==> src/core/rsfp_pkg.sv <==
// Functional notes
// hop step register counts unsigned 10 kHz units per channel number.
// carrier offset equals channel number times step size times 10 kHz.
// tx almost-full threshold in low six bits, resets to 0x37.
// tx almost-empty threshold in low six bits of second register.
// rx almost-full threshold in low six bits, resets to 0x37.
// fifo flags come from fill count compared with thresholds.
// write to fifo port address bursts every following byte into tx fifo.
// fifo port bursts keep the address fixed; other bursts increment.
// host ends a tx fifo burst by raising select.
// read of fifo port address bursts bytes popped from rx fifo.
// serial input is sampled on rising serial clock edges.
// low select enables the bus and spans multi-byte bursts.
// first byte is read/write flag then seven-bit address.
// read transactions shift register contents out on serial output.
// interrupt output goes low while any enabled event is pending.
// pending events are readable in status registers 0x03 and 0x04.
// power-down input high clears all register contents.
// host holds power-down low outside shutdown.
// host drives transmit antenna select high while transmitting.
// host drives receive antenna select high while receiving.
// three general-purpose pins route functions per their config registers.
package rsfp_pkg;
    localparam logic [6:0] ADDR_IRQ_STAT1 = 7'h03;
    localparam logic [6:0] ADDR_IRQ_STAT2 = 7'h04;
    localparam logic [6:0] ADDR_IRQ_EN1 = 7'h05;
    localparam logic [6:0] ADDR_IRQ_EN2 = 7'h06;
    localparam logic [6:0] ADDR_GPIO0_CFG = 7'h0B;
    localparam logic [6:0] ADDR_GPIO1_CFG = 7'h0C;
    localparam logic [6:0] ADDR_GPIO2_CFG = 7'h0D;
    localparam logic [6:0] ADDR_HOP_CHANNEL = 7'h79;
    localparam logic [6:0] ADDR_HOP_STEP = 7'h7A;
    localparam logic [6:0] ADDR_TX_FULL_LEVEL = 7'h7C;
    localparam logic [6:0] ADDR_TX_EMPTY_LEVEL = 7'h7D;
    localparam logic [6:0] ADDR_RX_FULL_LEVEL = 7'h7E;
    localparam logic [6:0] ADDR_FIFO_PORT = 7'h7F;
    localparam logic [7:0] RST_HOP_STEP = 8'h00;
    localparam logic [7:0] RST_HOP_CHANNEL = 8'h00;
    localparam logic [7:0] RST_TX_FULL_LEVEL = 8'h37;
    localparam logic [7:0] RST_TX_EMPTY_LEVEL = 8'h04;
    localparam logic [7:0] RST_RX_FULL_LEVEL = 8'h37;
    localparam logic [7:0] RST_IRQ_EN = 8'h00;
    localparam logic [7:0] RST_GPIO_CFG = 8'h00;
    localparam int HOP_UNIT_KHZ = 10;
    localparam int LEVEL_LSB = 0;
    localparam int LEVEL_W = 6;
    localparam int FIFO_DEPTH = 64;
    // status bit positions in the first status register
    localparam int STAT_TX_FULL = 6;
    localparam int STAT_TX_EMPTY = 5;
    localparam int STAT_RX_FULL = 4;
    // gpio function selects
    localparam logic [2:0] GPIO_FN_LOW = 3'h0;
    localparam logic [2:0] GPIO_FN_TX_FULL = 3'h1;
    localparam logic [2:0] GPIO_FN_TX_EMPTY = 3'h2;
    localparam logic [2:0] GPIO_FN_RX_FULL = 3'h3;
    localparam logic [2:0] GPIO_FN_TRANSMIT_ANTENNA_SELECT = 3'h4;
    localparam logic [2:0] GPIO_FN_RECEIVE_ANTENNA_SELECT = 3'h5;
    localparam logic [2:0] GPIO_FN_IRQ = 3'h6;
    localparam logic [2:0] GPIO_FN_HIGH = 3'h7;
    typedef enum logic [1:0] {
        RSFP_IDLE = 2'b00,
        RSFP_ADDR = 2'b01,
        RSFP_DATA = 2'b10
    } rsfp_state_e;
endpackage : rsfp_pkg

==> src/core/rsfp_fifo.sv <==
`timescale 1ns/10ps
module rsfp_fifo import rsfp_pkg::*; #(
    parameter int WIDTH = 8,
    parameter int DEPTH = FIFO_DEPTH
) (
    input wire logic clk,
    input wire logic nrst,
    input wire logic clear,
    input wire logic push,
    input wire logic [WIDTH-1:0] wdata,
    input wire logic pop,
    output logic [WIDTH-1:0] rdata,
    output logic [$clog2(DEPTH):0] count
);
    localparam int AW = $clog2(DEPTH);
    if (DEPTH < 2 || (1 << AW) != DEPTH) begin : g_depth_chk
        $error("fifo depth must be a power of two");
    end
    logic [WIDTH-1:0] mem [DEPTH];
    logic [AW-1:0] wptr;
    logic [AW-1:0] rptr;
    // overflowing pushes and underflowing pops are dropped
    wire do_push = push && (count != (AW+1)'(DEPTH));
    wire do_pop = pop && (count != '0);
    assign rdata = mem[rptr];
    always_ff @(posedge clk) begin
        if (do_push) mem[wptr] <= wdata;
    end
    always_ff @(posedge clk) begin
        if (!nrst || clear) begin
            wptr <= '0;
            rptr <= '0;
            count <= '0;
        end else begin
            wptr <= wptr + AW'(do_push);
            rptr <= rptr + AW'(do_pop);
            count <= count + (AW+1)'(do_push) - (AW+1)'(do_pop);
        end
    end
endmodule : rsfp_fifo

==> src/core/rsfp_port.sv <==
`timescale 1ns/10ps
module rsfp_port import rsfp_pkg::*; (
    input wire logic clk,
    input wire logic nrst,
    input wire logic serial_clk,
    input wire logic serial_select_n,
    input wire logic serial_in,
    output logic serial_out,
    output logic interrupt_out_n,
    input wire logic power_down_in,
    input wire logic transmit_antenna_select,
    input wire logic receive_antenna_select,
    input wire logic [2:0] gpio_in,
    output logic [2:0] gpio_out,
    output logic [2:0] gpio_oe,
    output logic tx_pop,
    output logic [7:0] tx_data,
    output logic tx_data_valid,
    input wire logic rx_push,
    input wire logic [7:0] rx_data,
    input wire logic [7:0] radio_events,
    output logic [15:0] hop_offset_10khz
);
    // ----------------------------------------------------------------
    // pin synchronisers
    // ----------------------------------------------------------------
    logic [3:0] sync1;
    logic [3:0] sync2;
    logic sck_prev;
    always_ff @(posedge clk) begin
        sync1 <= {serial_clk, serial_select_n, serial_in, power_down_in};
        sync2 <= sync1;
    end
    logic [1:0] ant_s1;
    logic [1:0] ant_s2;
    logic [2:0] gpi_s1;
    logic [2:0] gpi_s2;
    always_ff @(posedge clk) begin
        ant_s1 <= {transmit_antenna_select, receive_antenna_select};
        ant_s2 <= ant_s1;
        gpi_s1 <= gpio_in;
        gpi_s2 <= gpi_s1;
    end
    wire sck_s = sync2[3];
    wire sel_n_s = sync2[2];
    wire sdi_s = sync2[1];
    wire pdn_s = sync2[0];
    // power-down acts as a full reset of every register except the pin synchronisers and the fifo storage
    wire rst_all = !nrst || pdn_s;
    always_ff @(posedge clk) begin
        if (rst_all) sck_prev <= 1'b0;
        else sck_prev <= sck_s;
    end
    wire sck_rise = sck_s && !sck_prev && !sel_n_s;
    wire sck_fall = !sck_s && sck_prev && !sel_n_s;

    // ----------------------------------------------------------------
    // registers
    // ----------------------------------------------------------------
    logic [7:0] hop_step_size;
    logic [7:0] hop_channel;
    logic [7:0] tx_fifo_full_level;
    logic [7:0] tx_fifo_empty_level;
    logic [7:0] rx_fifo_full_level;
    logic [7:0] irq_enable1;
    logic [7:0] irq_enable2;
    logic [7:0] gpio_cfg [3];
    logic [7:0] irq_status1;
    logic [7:0] irq_status2;

    // ----------------------------------------------------------------
    // serial engine
    // ----------------------------------------------------------------
    rsfp_state_e state;
    rsfp_state_e next_state;
    logic [2:0] bit_cnt;
    logic [7:0] shift_in;
    logic [6:0] addr;
    logic is_write;
    logic [7:0] shift_out;
    wire [7:0] next_shift_in = {shift_in[6:0], sdi_s};
    wire byte_done = sck_rise && (bit_cnt == 3'h7);
    wire at_port = (addr == ADDR_FIFO_PORT);
    // first byte: flag then seven-bit address
    wire hdr_done = byte_done && (state == RSFP_ADDR);
    wire data_done = byte_done && (state == RSFP_DATA);
    wire wr_strobe = data_done && is_write;
    wire [6:0] next_addr = at_port ? addr : addr + 7'h01;
    logic [7:0] rd_value;
    wire load_read = (hdr_done && !next_shift_in[7]) || (data_done && !is_write);
    wire [6:0] rd_addr = hdr_done ? next_shift_in[6:0] : next_addr;
    wire rd_port = load_read && (rd_addr == ADDR_FIFO_PORT);

    always_comb begin
        next_state = state;
        case (state)
            RSFP_IDLE: next_state = RSFP_ADDR;
            RSFP_ADDR: if (hdr_done) next_state = RSFP_DATA;
            RSFP_DATA: next_state = RSFP_DATA;
            default: next_state = RSFP_IDLE;
        endcase
        if (sel_n_s) next_state = RSFP_IDLE;
    end

    always_ff @(posedge clk) begin
        if (rst_all) begin
            state <= RSFP_IDLE;
            bit_cnt <= 3'h0;
            shift_in <= 8'h00;
            addr <= 7'h00;
            is_write <= 1'b0;
        end else begin
            state <= next_state;
            if (sel_n_s) bit_cnt <= 3'h0;
            else if (sck_rise) bit_cnt <= bit_cnt + 3'h1;
            if (sck_rise) shift_in <= next_shift_in;
            if (hdr_done) begin
                is_write <= next_shift_in[7];
                addr <= next_shift_in[6:0];
            end else if (data_done) begin
                addr <= next_addr;
            end
        end
    end

    // ----------------------------------------------------------------
    // fifos
    // ----------------------------------------------------------------
    logic [6:0] tx_count;
    logic [6:0] rx_count;
    logic [7:0] rx_head;
    wire tx_push = wr_strobe && at_port;
    wire rx_pop = rd_port;
    rsfp_fifo #(.WIDTH(8), .DEPTH(FIFO_DEPTH)) u_tx_fifo (
        .clk(clk), .nrst(!rst_all), .clear(1'b0),
        .push(tx_push), .wdata(next_shift_in),
        .pop(tx_pop), .rdata(tx_data), .count(tx_count)
    );
    rsfp_fifo #(.WIDTH(8), .DEPTH(FIFO_DEPTH)) u_rx_fifo (
        .clk(clk), .nrst(!rst_all), .clear(1'b0),
        .push(rx_push), .wdata(rx_data),
        .pop(rx_pop), .rdata(rx_head), .count(rx_count)
    );
    assign tx_data_valid = (tx_count != 7'h00);

    // level compare against the programmed six-bit thresholds
    wire [6:0] tx_full_thr = {1'b0, tx_fifo_full_level[LEVEL_LSB +: LEVEL_W]};
    wire [6:0] tx_empty_thr = {1'b0, tx_fifo_empty_level[LEVEL_LSB +: LEVEL_W]};
    wire [6:0] rx_full_thr = {1'b0, rx_fifo_full_level[LEVEL_LSB +: LEVEL_W]};
    wire tx_almost_full = (tx_count >= tx_full_thr);
    wire tx_almost_empty = (tx_count <= tx_empty_thr);
    wire rx_almost_full = (rx_count >= rx_full_thr);
    logic tx_full_q;
    logic tx_empty_q;
    logic rx_full_q;

    // ----------------------------------------------------------------
    // register writes
    // ----------------------------------------------------------------
    wire wr_hop_step = wr_strobe && (addr == ADDR_HOP_STEP);
    wire wr_hop_chan = wr_strobe && (addr == ADDR_HOP_CHANNEL);
    wire wr_tx_full = wr_strobe && (addr == ADDR_TX_FULL_LEVEL);
    wire wr_tx_empty = wr_strobe && (addr == ADDR_TX_EMPTY_LEVEL);
    wire wr_rx_full = wr_strobe && (addr == ADDR_RX_FULL_LEVEL);
    wire wr_en1 = wr_strobe && (addr == ADDR_IRQ_EN1);
    wire wr_en2 = wr_strobe && (addr == ADDR_IRQ_EN2);
    always_ff @(posedge clk) begin
        if (rst_all) begin
            hop_step_size <= RST_HOP_STEP;
            hop_channel <= RST_HOP_CHANNEL;
            tx_fifo_full_level <= RST_TX_FULL_LEVEL;
            tx_fifo_empty_level <= RST_TX_EMPTY_LEVEL;
            rx_fifo_full_level <= RST_RX_FULL_LEVEL;
            irq_enable1 <= RST_IRQ_EN;
            irq_enable2 <= RST_IRQ_EN;
        end else begin
            if (wr_hop_step) hop_step_size <= next_shift_in;
            if (wr_hop_chan) hop_channel <= next_shift_in;
            if (wr_tx_full) tx_fifo_full_level <= next_shift_in;
            if (wr_tx_empty) tx_fifo_empty_level <= {2'b00, next_shift_in[5:0]};
            if (wr_rx_full) rx_fifo_full_level <= next_shift_in;
            if (wr_en1) irq_enable1 <= next_shift_in;
            if (wr_en2) irq_enable2 <= next_shift_in;
        end
    end

    genvar gi;
    generate
        for (gi = 0; gi < 3; gi++) begin : g_gpio
            wire wr_cfg = wr_strobe && (addr == ADDR_GPIO0_CFG + 7'(gi));
            always_ff @(posedge clk) begin
                if (rst_all) gpio_cfg[gi] <= RST_GPIO_CFG;
                else if (wr_cfg) gpio_cfg[gi] <= next_shift_in;
            end
            logic fn_val;
            always_comb begin
                case (gpio_cfg[gi][2:0])
                    GPIO_FN_LOW: fn_val = 1'b0;
                    GPIO_FN_TX_FULL: fn_val = tx_full_q;
                    GPIO_FN_TX_EMPTY: fn_val = tx_empty_q;
                    GPIO_FN_RX_FULL: fn_val = rx_full_q;
                    GPIO_FN_TRANSMIT_ANTENNA_SELECT: fn_val = ant_s2[1];
                    GPIO_FN_RECEIVE_ANTENNA_SELECT: fn_val = ant_s2[0];
                    GPIO_FN_IRQ: fn_val = !interrupt_out_n;
                    default: fn_val = 1'b1;
                endcase
            end
            // cfg bit 3 set turns the pin into an input
            always_ff @(posedge clk) begin
                if (rst_all) begin
                    gpio_out[gi] <= 1'b0;
                    gpio_oe[gi] <= 1'b0;
                end else begin
                    gpio_out[gi] <= fn_val;
                    gpio_oe[gi] <= !gpio_cfg[gi][3];
                end
            end
        end
    endgenerate

    // ----------------------------------------------------------------
    // interrupt status: sticky, cleared by reading, set wins
    // ----------------------------------------------------------------
    wire tx_full_rise = tx_almost_full && !tx_full_q;
    wire tx_empty_rise = tx_almost_empty && !tx_empty_q;
    wire rx_full_rise = rx_almost_full && !rx_full_q;
    wire [7:0] ev1 = radio_events | ({7'h00, tx_full_rise} << STAT_TX_FULL) |
                     ({7'h00, tx_empty_rise} << STAT_TX_EMPTY) | ({7'h00, rx_full_rise} << STAT_RX_FULL);
    wire clr1 = load_read && (rd_addr == ADDR_IRQ_STAT1);
    wire clr2 = load_read && (rd_addr == ADDR_IRQ_STAT2);
    always_ff @(posedge clk) begin
        if (rst_all) begin
            tx_full_q <= 1'b0;
            tx_empty_q <= 1'b0;
            rx_full_q <= 1'b0;
            irq_status1 <= 8'h00;
            irq_status2 <= 8'h00;
            interrupt_out_n <= 1'b1;
        end else begin
            tx_full_q <= tx_almost_full;
            tx_empty_q <= tx_almost_empty;
            rx_full_q <= rx_almost_full;
            irq_status1 <= (clr1 ? 8'h00 : irq_status1) | ev1;
            irq_status2 <= (clr2 ? 8'h00 : irq_status2) | {5'h00, gpi_s2};
            interrupt_out_n <= !(|(irq_status1 & irq_enable1) || |(irq_status2 & irq_enable2));
        end
    end

    // ----------------------------------------------------------------
    // read path
    // ----------------------------------------------------------------
    always_comb begin
        case (rd_addr)
            ADDR_IRQ_STAT1: rd_value = irq_status1;
            ADDR_IRQ_STAT2: rd_value = irq_status2;
            ADDR_IRQ_EN1: rd_value = irq_enable1;
            ADDR_IRQ_EN2: rd_value = irq_enable2;
            ADDR_GPIO0_CFG: rd_value = gpio_cfg[0];
            ADDR_GPIO1_CFG: rd_value = gpio_cfg[1];
            ADDR_GPIO2_CFG: rd_value = gpio_cfg[2];
            ADDR_HOP_CHANNEL: rd_value = hop_channel;
            ADDR_HOP_STEP: rd_value = hop_step_size;
            ADDR_TX_FULL_LEVEL: rd_value = tx_fifo_full_level;
            ADDR_TX_EMPTY_LEVEL: rd_value = tx_fifo_empty_level;
            ADDR_RX_FULL_LEVEL: rd_value = rx_fifo_full_level;
            ADDR_FIFO_PORT: rd_value = (rx_count != 7'h00) ? rx_head : 8'h00;
            default: rd_value = 8'h00;
        endcase
    end
    // output changes on falling edges so the host samples it on rising ones
    always_ff @(posedge clk) begin
        if (rst_all) begin
            shift_out <= 8'h00;
            serial_out <= 1'b0;
        end else begin
            if (load_read) shift_out <= rd_value;
            else if (sck_fall && state == RSFP_DATA) shift_out <= {shift_out[6:0], 1'b0};
            if (sck_fall) serial_out <= (state == RSFP_DATA && !is_write) ? shift_out[7] : 1'b0;
        end
    end

    // the tx drain takes one byte per cycle while transmit antenna select is high and receive antenna select is low
    assign tx_pop = tx_data_valid && ant_s2[1] && !ant_s2[0];

    // ----------------------------------------------------------------
    // hop offset
    // ----------------------------------------------------------------
    always_ff @(posedge clk) begin
        if (rst_all) hop_offset_10khz <= 16'h0000;
        else hop_offset_10khz <= 16'(hop_channel) * 16'(hop_step_size);
    end

    // ----------------------------------------------------------------
    // checks
    // ----------------------------------------------------------------
    AST_HOP: assert property (@(posedge clk) disable iff (rst_all)
        (wr_hop_step || wr_hop_chan) |-> ##2 hop_offset_10khz == 16'(hop_channel) * 16'(hop_step_size))
        else $error("hop offset wrong");
    AST_TXPUSH: assert property (@(posedge clk) disable iff (rst_all)
        (wr_strobe && at_port && tx_count < 7'h40 && !tx_pop) |=> tx_count == $past(tx_count) + 7'h01)
        else $error("tx byte not pushed");
    AST_ADDRFIX: assert property (@(posedge clk) disable iff (rst_all)
        (data_done && at_port) |=> addr == ADDR_FIFO_PORT)
        else $error("fifo address moved");
    AST_ADDRINC: assert property (@(posedge clk) disable iff (rst_all)
        (data_done && !at_port) |=> addr == $past(addr) + 7'h01)
        else $error("address not incremented");
    AST_RXPOP: assert property (@(posedge clk) disable iff (rst_all)
        (rd_port && rx_count != 7'h00 && !rx_push) |=> rx_count == $past(rx_count) - 7'h01)
        else $error("rx byte not popped");
    AST_IDLE: assert property (@(posedge clk) disable iff (rst_all)
        sel_n_s |=> state == RSFP_IDLE && bit_cnt == 3'h0)
        else $error("engine active while deselected");
    AST_IRQ: assert property (@(posedge clk) disable iff (rst_all)
        (|(irq_status1 & irq_enable1)) |=> !interrupt_out_n)
        else $error("interrupt not raised");
    AST_TXLVL: assert property (@(posedge clk) disable iff (rst_all)
        tx_count >= {1'b0, tx_fifo_full_level[5:0]} |=> tx_full_q)
        else $error("almost full missed");
    AST_STICKY: assert property (@(posedge clk) disable iff (rst_all)
        (ev1[STAT_TX_FULL]) |=> irq_status1[STAT_TX_FULL])
        else $error("event lost");
    AST_RES: assert property (@(posedge clk)
        pdn_s |=> tx_fifo_full_level == RST_TX_FULL_LEVEL && hop_step_size == RST_HOP_STEP)
        else $error("power down kept registers");
    AST_TXEMPTY: assert property (@(posedge clk) disable iff (rst_all)
        tx_count <= {1'b0, tx_fifo_empty_level[5:0]} |=> tx_empty_q)
        else $error("almost empty missed");
    AST_RXLVL: assert property (@(posedge clk) disable iff (rst_all)
        rx_count >= {1'b0, rx_fifo_full_level[5:0]} |=> rx_full_q)
        else $error("rx almost full missed");
    AST_TXPOP: assert property (@(posedge clk) disable iff (rst_all)
        (tx_pop && !tx_push) |=> tx_count == $past(tx_count) - 7'h01)
        else $error("tx byte not drained");
    AST_WRHOP: assert property (@(posedge clk) disable iff (rst_all)
        wr_hop_step |=> hop_step_size == $past(next_shift_in))
        else $error("hop step not written");
    AST_RXLOAD: assert property (@(posedge clk) disable iff (rst_all)
        (rd_port && rx_count != 7'h00) |=> shift_out == $past(rx_head))
        else $error("rx head not loaded");
    AST_SOUT: assert property (@(posedge clk) disable iff (rst_all)
        (sck_fall && state == RSFP_DATA && !is_write) |=> serial_out == $past(shift_out[7]))
        else $error("read bit not shifted out");
    AST_GPIO: assert property (@(posedge clk) disable iff (rst_all)
        (gpio_cfg[0][2:0] == GPIO_FN_HIGH && !gpio_cfg[0][3]) |=> gpio_out[0] && gpio_oe[0])
        else $error("gpio function not routed");
endmodule : rsfp_port

==> config.mk <==
export PLATFORM = sky130hd
export DESIGN_NAME = rsfp_port
export DESIGN_NICKNAME = d
export VERILOG_FILES = /design/src/core/rsfp_pkg.sv /design/src/core/rsfp_fifo.sv /design/src/core/rsfp_port.sv
export SDC_FILE = /design/constraint.sdc
export NUM_CORES = 1
export LEC_CHECK = 0
export BUFFER_PORTS_ARGS = -buffer_cell sky130_fd_sc_hd__buf_4
export CORE_AREA = 2 2 340 342
export DETAILED_ROUTE_END_ITERATION = 16
export DIE_AREA = 0 0 342 344
export GPL_ROUTABILITY_DRIVEN = 1
export PLACE_DENSITY_LB_ADDON = 0.05
export SYNTH_ARGS = -nofsm -noshare
export SYNTH_HDL_FRONTEND = slang
export SYNTH_SLANG_ARGS = --single-unit
export TNS_END_PERCENT = 50
==> constraint.sdc <==
create_clock -name clk -period 11 [get_ports clk]
set_clock_uncertainty 0.05 [all_clocks]
set_input_delay 1.65 -clock clk [delete_from_list [all_inputs] [get_ports clk]]
set_output_delay 1.65 -clock clk [all_outputs]
set_load 0.02 [all_outputs]
==> flow_summary.html <==
<table>
<tr><th>Metric</th><th>Value</th></tr>
<tr><th colspan="2">Setup path</th></tr>
<tr><td>Buffers and inverters on the worst path</td><td>2</td></tr>
<tr><td>Data arrival at the endpoint of the critical path</td><td>about 4300 ps</td></tr>
<tr><td>Slowest cell on crit path</td><td>dfxtp_4</td></tr>
<tr><td>Data required time of the worst path</td><td>9300 ps</td></tr>
<tr><td>Setup crit start kind</td><td>flip-flop</td></tr>
<tr><td>Family with the most delay on the worst path</td><td>multiplexers</td></tr>
<tr><td>Largest driver fanout on the critical path</td><td>84</td></tr>
<tr><td>Most used cell along the critical path</td><td>mux4_2</td></tr>
<tr><td>Crit path largest cell delay</td><td>970 ps</td></tr>
<tr><td>Setup crit end kind</td><td>primary output</td></tr>
<tr><td>Crit path kind</td><td>flip-flop to primary output</td></tr>
<tr><td>Cell Chain, Critical Path</td><td>buf_12, mux4_2, mux4_2, mux4_2, buf_4</td></tr>
<tr><th colspan="2">Layout</th></tr>
<tr><td>Syn-to-layout area delta</td><td>12.6%</td></tr>
<tr><td>FILL cells</td><td>9473</td></tr>
<tr><td>Multi-input combinational cell area</td><td>between 10000 and 15000 sq um</td></tr>
<tr><td>Total Nets Final</td><td>3179</td></tr>
<tr><td>Ratio of cells with drive above 1 in the final layout</td><td>20.1%</td></tr>
<tr><td>Register area</td><td>35000 sq um</td></tr>
<tr><th colspan="2">Power</th></tr>
<tr><td>Sw Ratio</td><td>20.8%</td></tr>
<tr><td>IR Drop Worst-Case VDD</td><td>roughly 0.13 mV</td></tr>
<tr><td>Power dissipated by switching net loads</td><td>0.00206 W</td></tr>
<tr><td>Total leakage power</td><td>18.5 nW</td></tr>
<tr><td>Internal power contribution</td><td>~0.0078 W</td></tr>
<tr><td>Logic pwr share</td><td>3.8%</td></tr>
<tr><td>Part of the power in registers</td><td>51.4%</td></tr>
<tr><td>Relative contribution of the clock network to total power</td><td>44.9%</td></tr>
<tr><td>Areal power density over the cells</td><td>172 nW/um^2</td></tr>
<tr><th colspan="2">Min path</th></tr>
<tr><td>Type of the tightest min-delay check</td><td>flip-flop to flip-flop</td></tr>
<tr><th colspan="2">STA</th></tr>
<tr><td>Worst Max-Slew Pin Slew</td><td>1290 ps</td></tr>
<tr><td>Final-layout setup total negative slack</td><td>0 ps</td></tr>
<tr><td>Normalized max-slew margin</td><td>14.0%</td></tr>
<tr><td>Final count of negative-setup-slack endpoints</td><td>0</td></tr>
<tr><td>Part of the cycle the worst path needs</td><td>54.3%</td></tr>
<tr><td>Min Clock Period, post-route</td><td>5970 ps</td></tr>
<tr><td>Achievable clock frequency</td><td>0.167 GHz</td></tr>
<tr><td>Max-slew violation count</td><td>0</td></tr>
<tr><td>Final hold violation count</td><td>0</td></tr>
<tr><td>Unrepaired setup endpoints after global routing</td><td>no</td></tr>
<tr><td>Hold slack</td><td>273 ps</td></tr>
<tr><th colspan="2">Detailed routing</th></tr>
<tr><td>Total met3 wirelength after detailed routing</td><td>6400 microns</td></tr>
<tr><td>Iter 0 DRT Violations</td><td>~2400</td></tr>
<tr><td>First-pass iteration count of the detailed router</td><td>6</td></tr>
<tr><td>DRT met1 WL</td><td>53400 microns</td></tr>
<tr><td>Routed via count divided by cell count</td><td>5.73</td></tr>
<tr><td>Detail Route Antenna Nets</td><td>0</td></tr>
<tr><td>Total wire length after detailed routing</td><td>126000 microns</td></tr>
<tr><td>Count of vias placed by the detailed router</td><td>around 27000</td></tr>
<tr><td>Top routing layer used</td><td>met4</td></tr>
<tr><td>Post-detailed-route wirelength per cell</td><td>27.2 microns</td></tr>
<tr><td>DRC violations left</td><td>0</td></tr>
<tr><td>Wire length on met2</td><td>63100 microns</td></tr>
<tr><th colspan="2">Clock tree</th></tr>
<tr><td>TritonCTS Sinks</td><td>1225</td></tr>
<tr><td>Clk slew on worst S/H paths</td><td>60 ps</td></tr>
<tr><td>CTS max path bufs</td><td>3</td></tr>
<tr><td>Worst-skew pair later-pin latency</td><td>between 700 and 800 ps</td></tr>
<tr><td>Post-CTS setup buffer count</td><td>0</td></tr>
<tr><td>Clock root buffer master</td><td>clkbuf_16</td></tr>
<tr><td># H-tree levels</td><td>4</td></tr>
<tr><td>Number of buffers added by the clock tree synthesis step</td><td>133</td></tr>
<tr><td>Gates resized, CTS repair</td><td>0</td></tr>
<tr><td>CTS Hold Bufs</td><td>0</td></tr>
<tr><td>CTS tree</td><td>done</td></tr>
<tr><th colspan="2">GRT</th></tr>
<tr><td>Number of global-route vias before repair</td><td>27200</td></tr>
<tr><td>Total GRT Usage</td><td>between 20% and 30%</td></tr>
<tr><td>Antenna violations before repair</td><td>1</td></tr>
<tr><td>Overflow after GRT</td><td>0</td></tr>
<tr><td>Wire length of the first global-routing pass</td><td>roughly 190000 microns</td></tr>
<tr><td>Largest net degree at the start of global routing</td><td>95</td></tr>
<tr><th colspan="2">Placement</th></tr>
<tr><td>Placer Congestion</td><td>roughly 0.89</td></tr>
<tr><td>Post-DP HPWL</td><td>77800 microns</td></tr>
<tr><td># port buffers</td><td>a little over 60</td></tr>
<tr><th colspan="2">Die</th></tr>
<tr><td>Vert. Die Dim</td><td>344 microns</td></tr>
<tr><td>Area inside the core boundary</td><td>114000 sq um</td></tr>
<tr><td># rows</td><td>124</td></tr>
<tr><td>Die footprint</td><td>118000 sq um</td></tr>
<tr><td>Die Span X</td><td>342 microns</td></tr>
<tr><td>Initial standard-cell utilization of the core</td><td>44.7%</td></tr>
<tr><td>Num ports</td><td>62</td></tr>
<tr><th colspan="2">Synth</th></tr>
<tr><td>Synthesized instance count</td><td>a little under 3000</td></tr>
<tr><td>Cell area after technology mapping</td><td>50900 sq um</td></tr>
<tr><td>Number of enable-type register cells in the synthesized netlist</td><td>roughly 1000</td></tr>
<tr><td>Synth Flop Type</td><td>edfxtp_1</td></tr>
<tr><td>Mapped Nets</td><td>approximately 3100</td></tr>
<tr><td>Number of synthesized register bits</td><td>1225</td></tr>
<tr><td>Most used standard cells in the synthesized netlist</td><td>edfxtp_1 (1048), mux4_2 (292), nor2_1 (275)</td></tr>
<tr><td>Yosys warning count</td><td>0</td></tr>
<tr><td>Leading area contributor after synthesis</td><td>edfxtp_1</td></tr>
<tr><td>Most numerous cell in the Yosys netlist</td><td>edfxtp_1</td></tr>
<tr><td>Synth area leaders</td><td>edfxtp_1 (62%), mux4_2 (13%), dfxtp_1 (7.0%), mux2i_1 (2.4%), ha_1 (2.2%)</td></tr>
<tr><td>Yosys top cell area share</td><td>61.8%</td></tr>
<tr><td>Post-Synthesis Mean Instance Area</td><td>between 15 and 20 sq um</td></tr>
<tr><td>Asr flop ratio synth</td><td>0%</td></tr>
<tr><td>Share of the yosys chip area belonging to registers</td><td>between 60 and 70%</td></tr>
<tr><td>Distinct cell type count of the synthesized netlist</td><td>76</td></tr>
<tr><th colspan="2">Status</th></tr>
<tr><td>Outcome</td><td>complete, no violations</td></tr>
<tr><th colspan="2">Run</th></tr>
<tr><td>Max-Cap Viols</td><td>0</td></tr>
</table>
==> flip-flops by register name, indices dropped and copies added (netlist names), 8 cells and up <==
| signal | cells |
|---|---|
| gpio_cfg | 24 |
| hop_channel | 8 |
| hop_offset_10khz | 16 |
| hop_step_size | 8 |
| irq_enable1 | 8 |
| irq_enable2 | 8 |
| irq_status1 | 8 |
| rx_fifo_full_level | 8 |
| shift_out | 8 |
| tx_fifo_full_level | 8 |
| u_rx_fifo.mem | 512 |
| u_tx_fifo.mem | 512 |
==> power by group through the flow <==
stage / Sequential (W) / Clock (W) / Combinational (W)
6_report: 0.00507 / 0.00443 / 0.000371
5_1_grt: 0.00507 / 0.00470 / 0.000411
4_1_cts: 0.00507 / 0.00453 / 0.000381
3_3_place_gp: 0.00517 / 0 / 0.000369
2_1_floorplan: 0.00515 / 0 / 0.000255
3_5_place_dp: 0.00517 / 0 / 0.000379
==> path summary, 6_finish.rpt <==
| kind | end | cells after the start | slack (ps) | from |
|---|---|---|---|---|
| min | gpi_s2[0] | 0 | 270 | gpi_s1[0] |
| max reg2reg | u_rx_fifo.count[6] | 23 | 6060 | bit_cnt[0] |
| min reg2reg | gpi_s2[0] | 0 | 270 | gpi_s1[0] |
| max | tx_data[1] | 5 | 5030 | u_tx_fifo.rptr[0] |
==> layer usage <==
metal	track usage [%]	vias to the layer above
li1	-	11700
met1	29.4	13900
met2	36.3	777
met3	3.33	194
met4	6.74	0
met5	0	-
==> cell usage in the layout, fill, tap and decap left out, drive strengths merged, types with 17 or more instances in the layout <==
master  Yosys  layout
nor3       37      37
clkinv      2      45
a221oi     18      18
nor2      275     275
mux4      292     292
ha         89      89
o211ai     17      17
nand3      25      25
a21oi      79      79
a21o       19      19
dfxtp     177     177
fa         38      38
edfxtp   1048    1048
buf        66     100
mux2i     121     121
and2      100     100
nand2      82      82
xnor2      17      17
o21ai      43      43
clkbuf     86     172
inv        95     102
==> through the flow <==
step	setup slack (ps)	utilization (%)	power, W	cells	instance area [sq um]
after global placement	5650	46.5	0.00554	4401	53000
after floorplan	6360	-	0.00541	2941	50900
after detailed placement	5620	46.5	0.00555	4401	53000
after global routing	4720	50.3	0.0102	4639	57300
final	5030	50.3	0.00987	4640	57300
after CTS	4820	50.3	0.00998	4639	57300
==> cell type report <==
| class | instances | area share [%] |
|---|---|---|
| well taps | 1512 | 3.30 |
| multi-input cells | 1467 | 26.0 |
| repair buffers | 100 | 1.35 |
| clock buffers | 172 | 6.34 |
| diodes | 1 | 0.00437 |
| inverters | 97 | 0.636 |
| clock inverters | 66 | 1.20 |
| flip-flops and latches | 1225 | 61.2 |
==> cell families (layout without fill, tap and decap cells) <==
family,count (synthesis),count (layout),synth area share [%]
muxes,422,422,15.5
xor gates and xnor gates,32,32,0.551
AOI/OAI and AO/OA,271,271,3.61
adders and majority gates,127,127,3.68
buffers and inverters,249,435,2.00
and+or+nand+nor,615,615,5.85
other,0,1,0
DFF,1225,1225,68.8
Note: power is estimated with default switching activity, not from simulation.
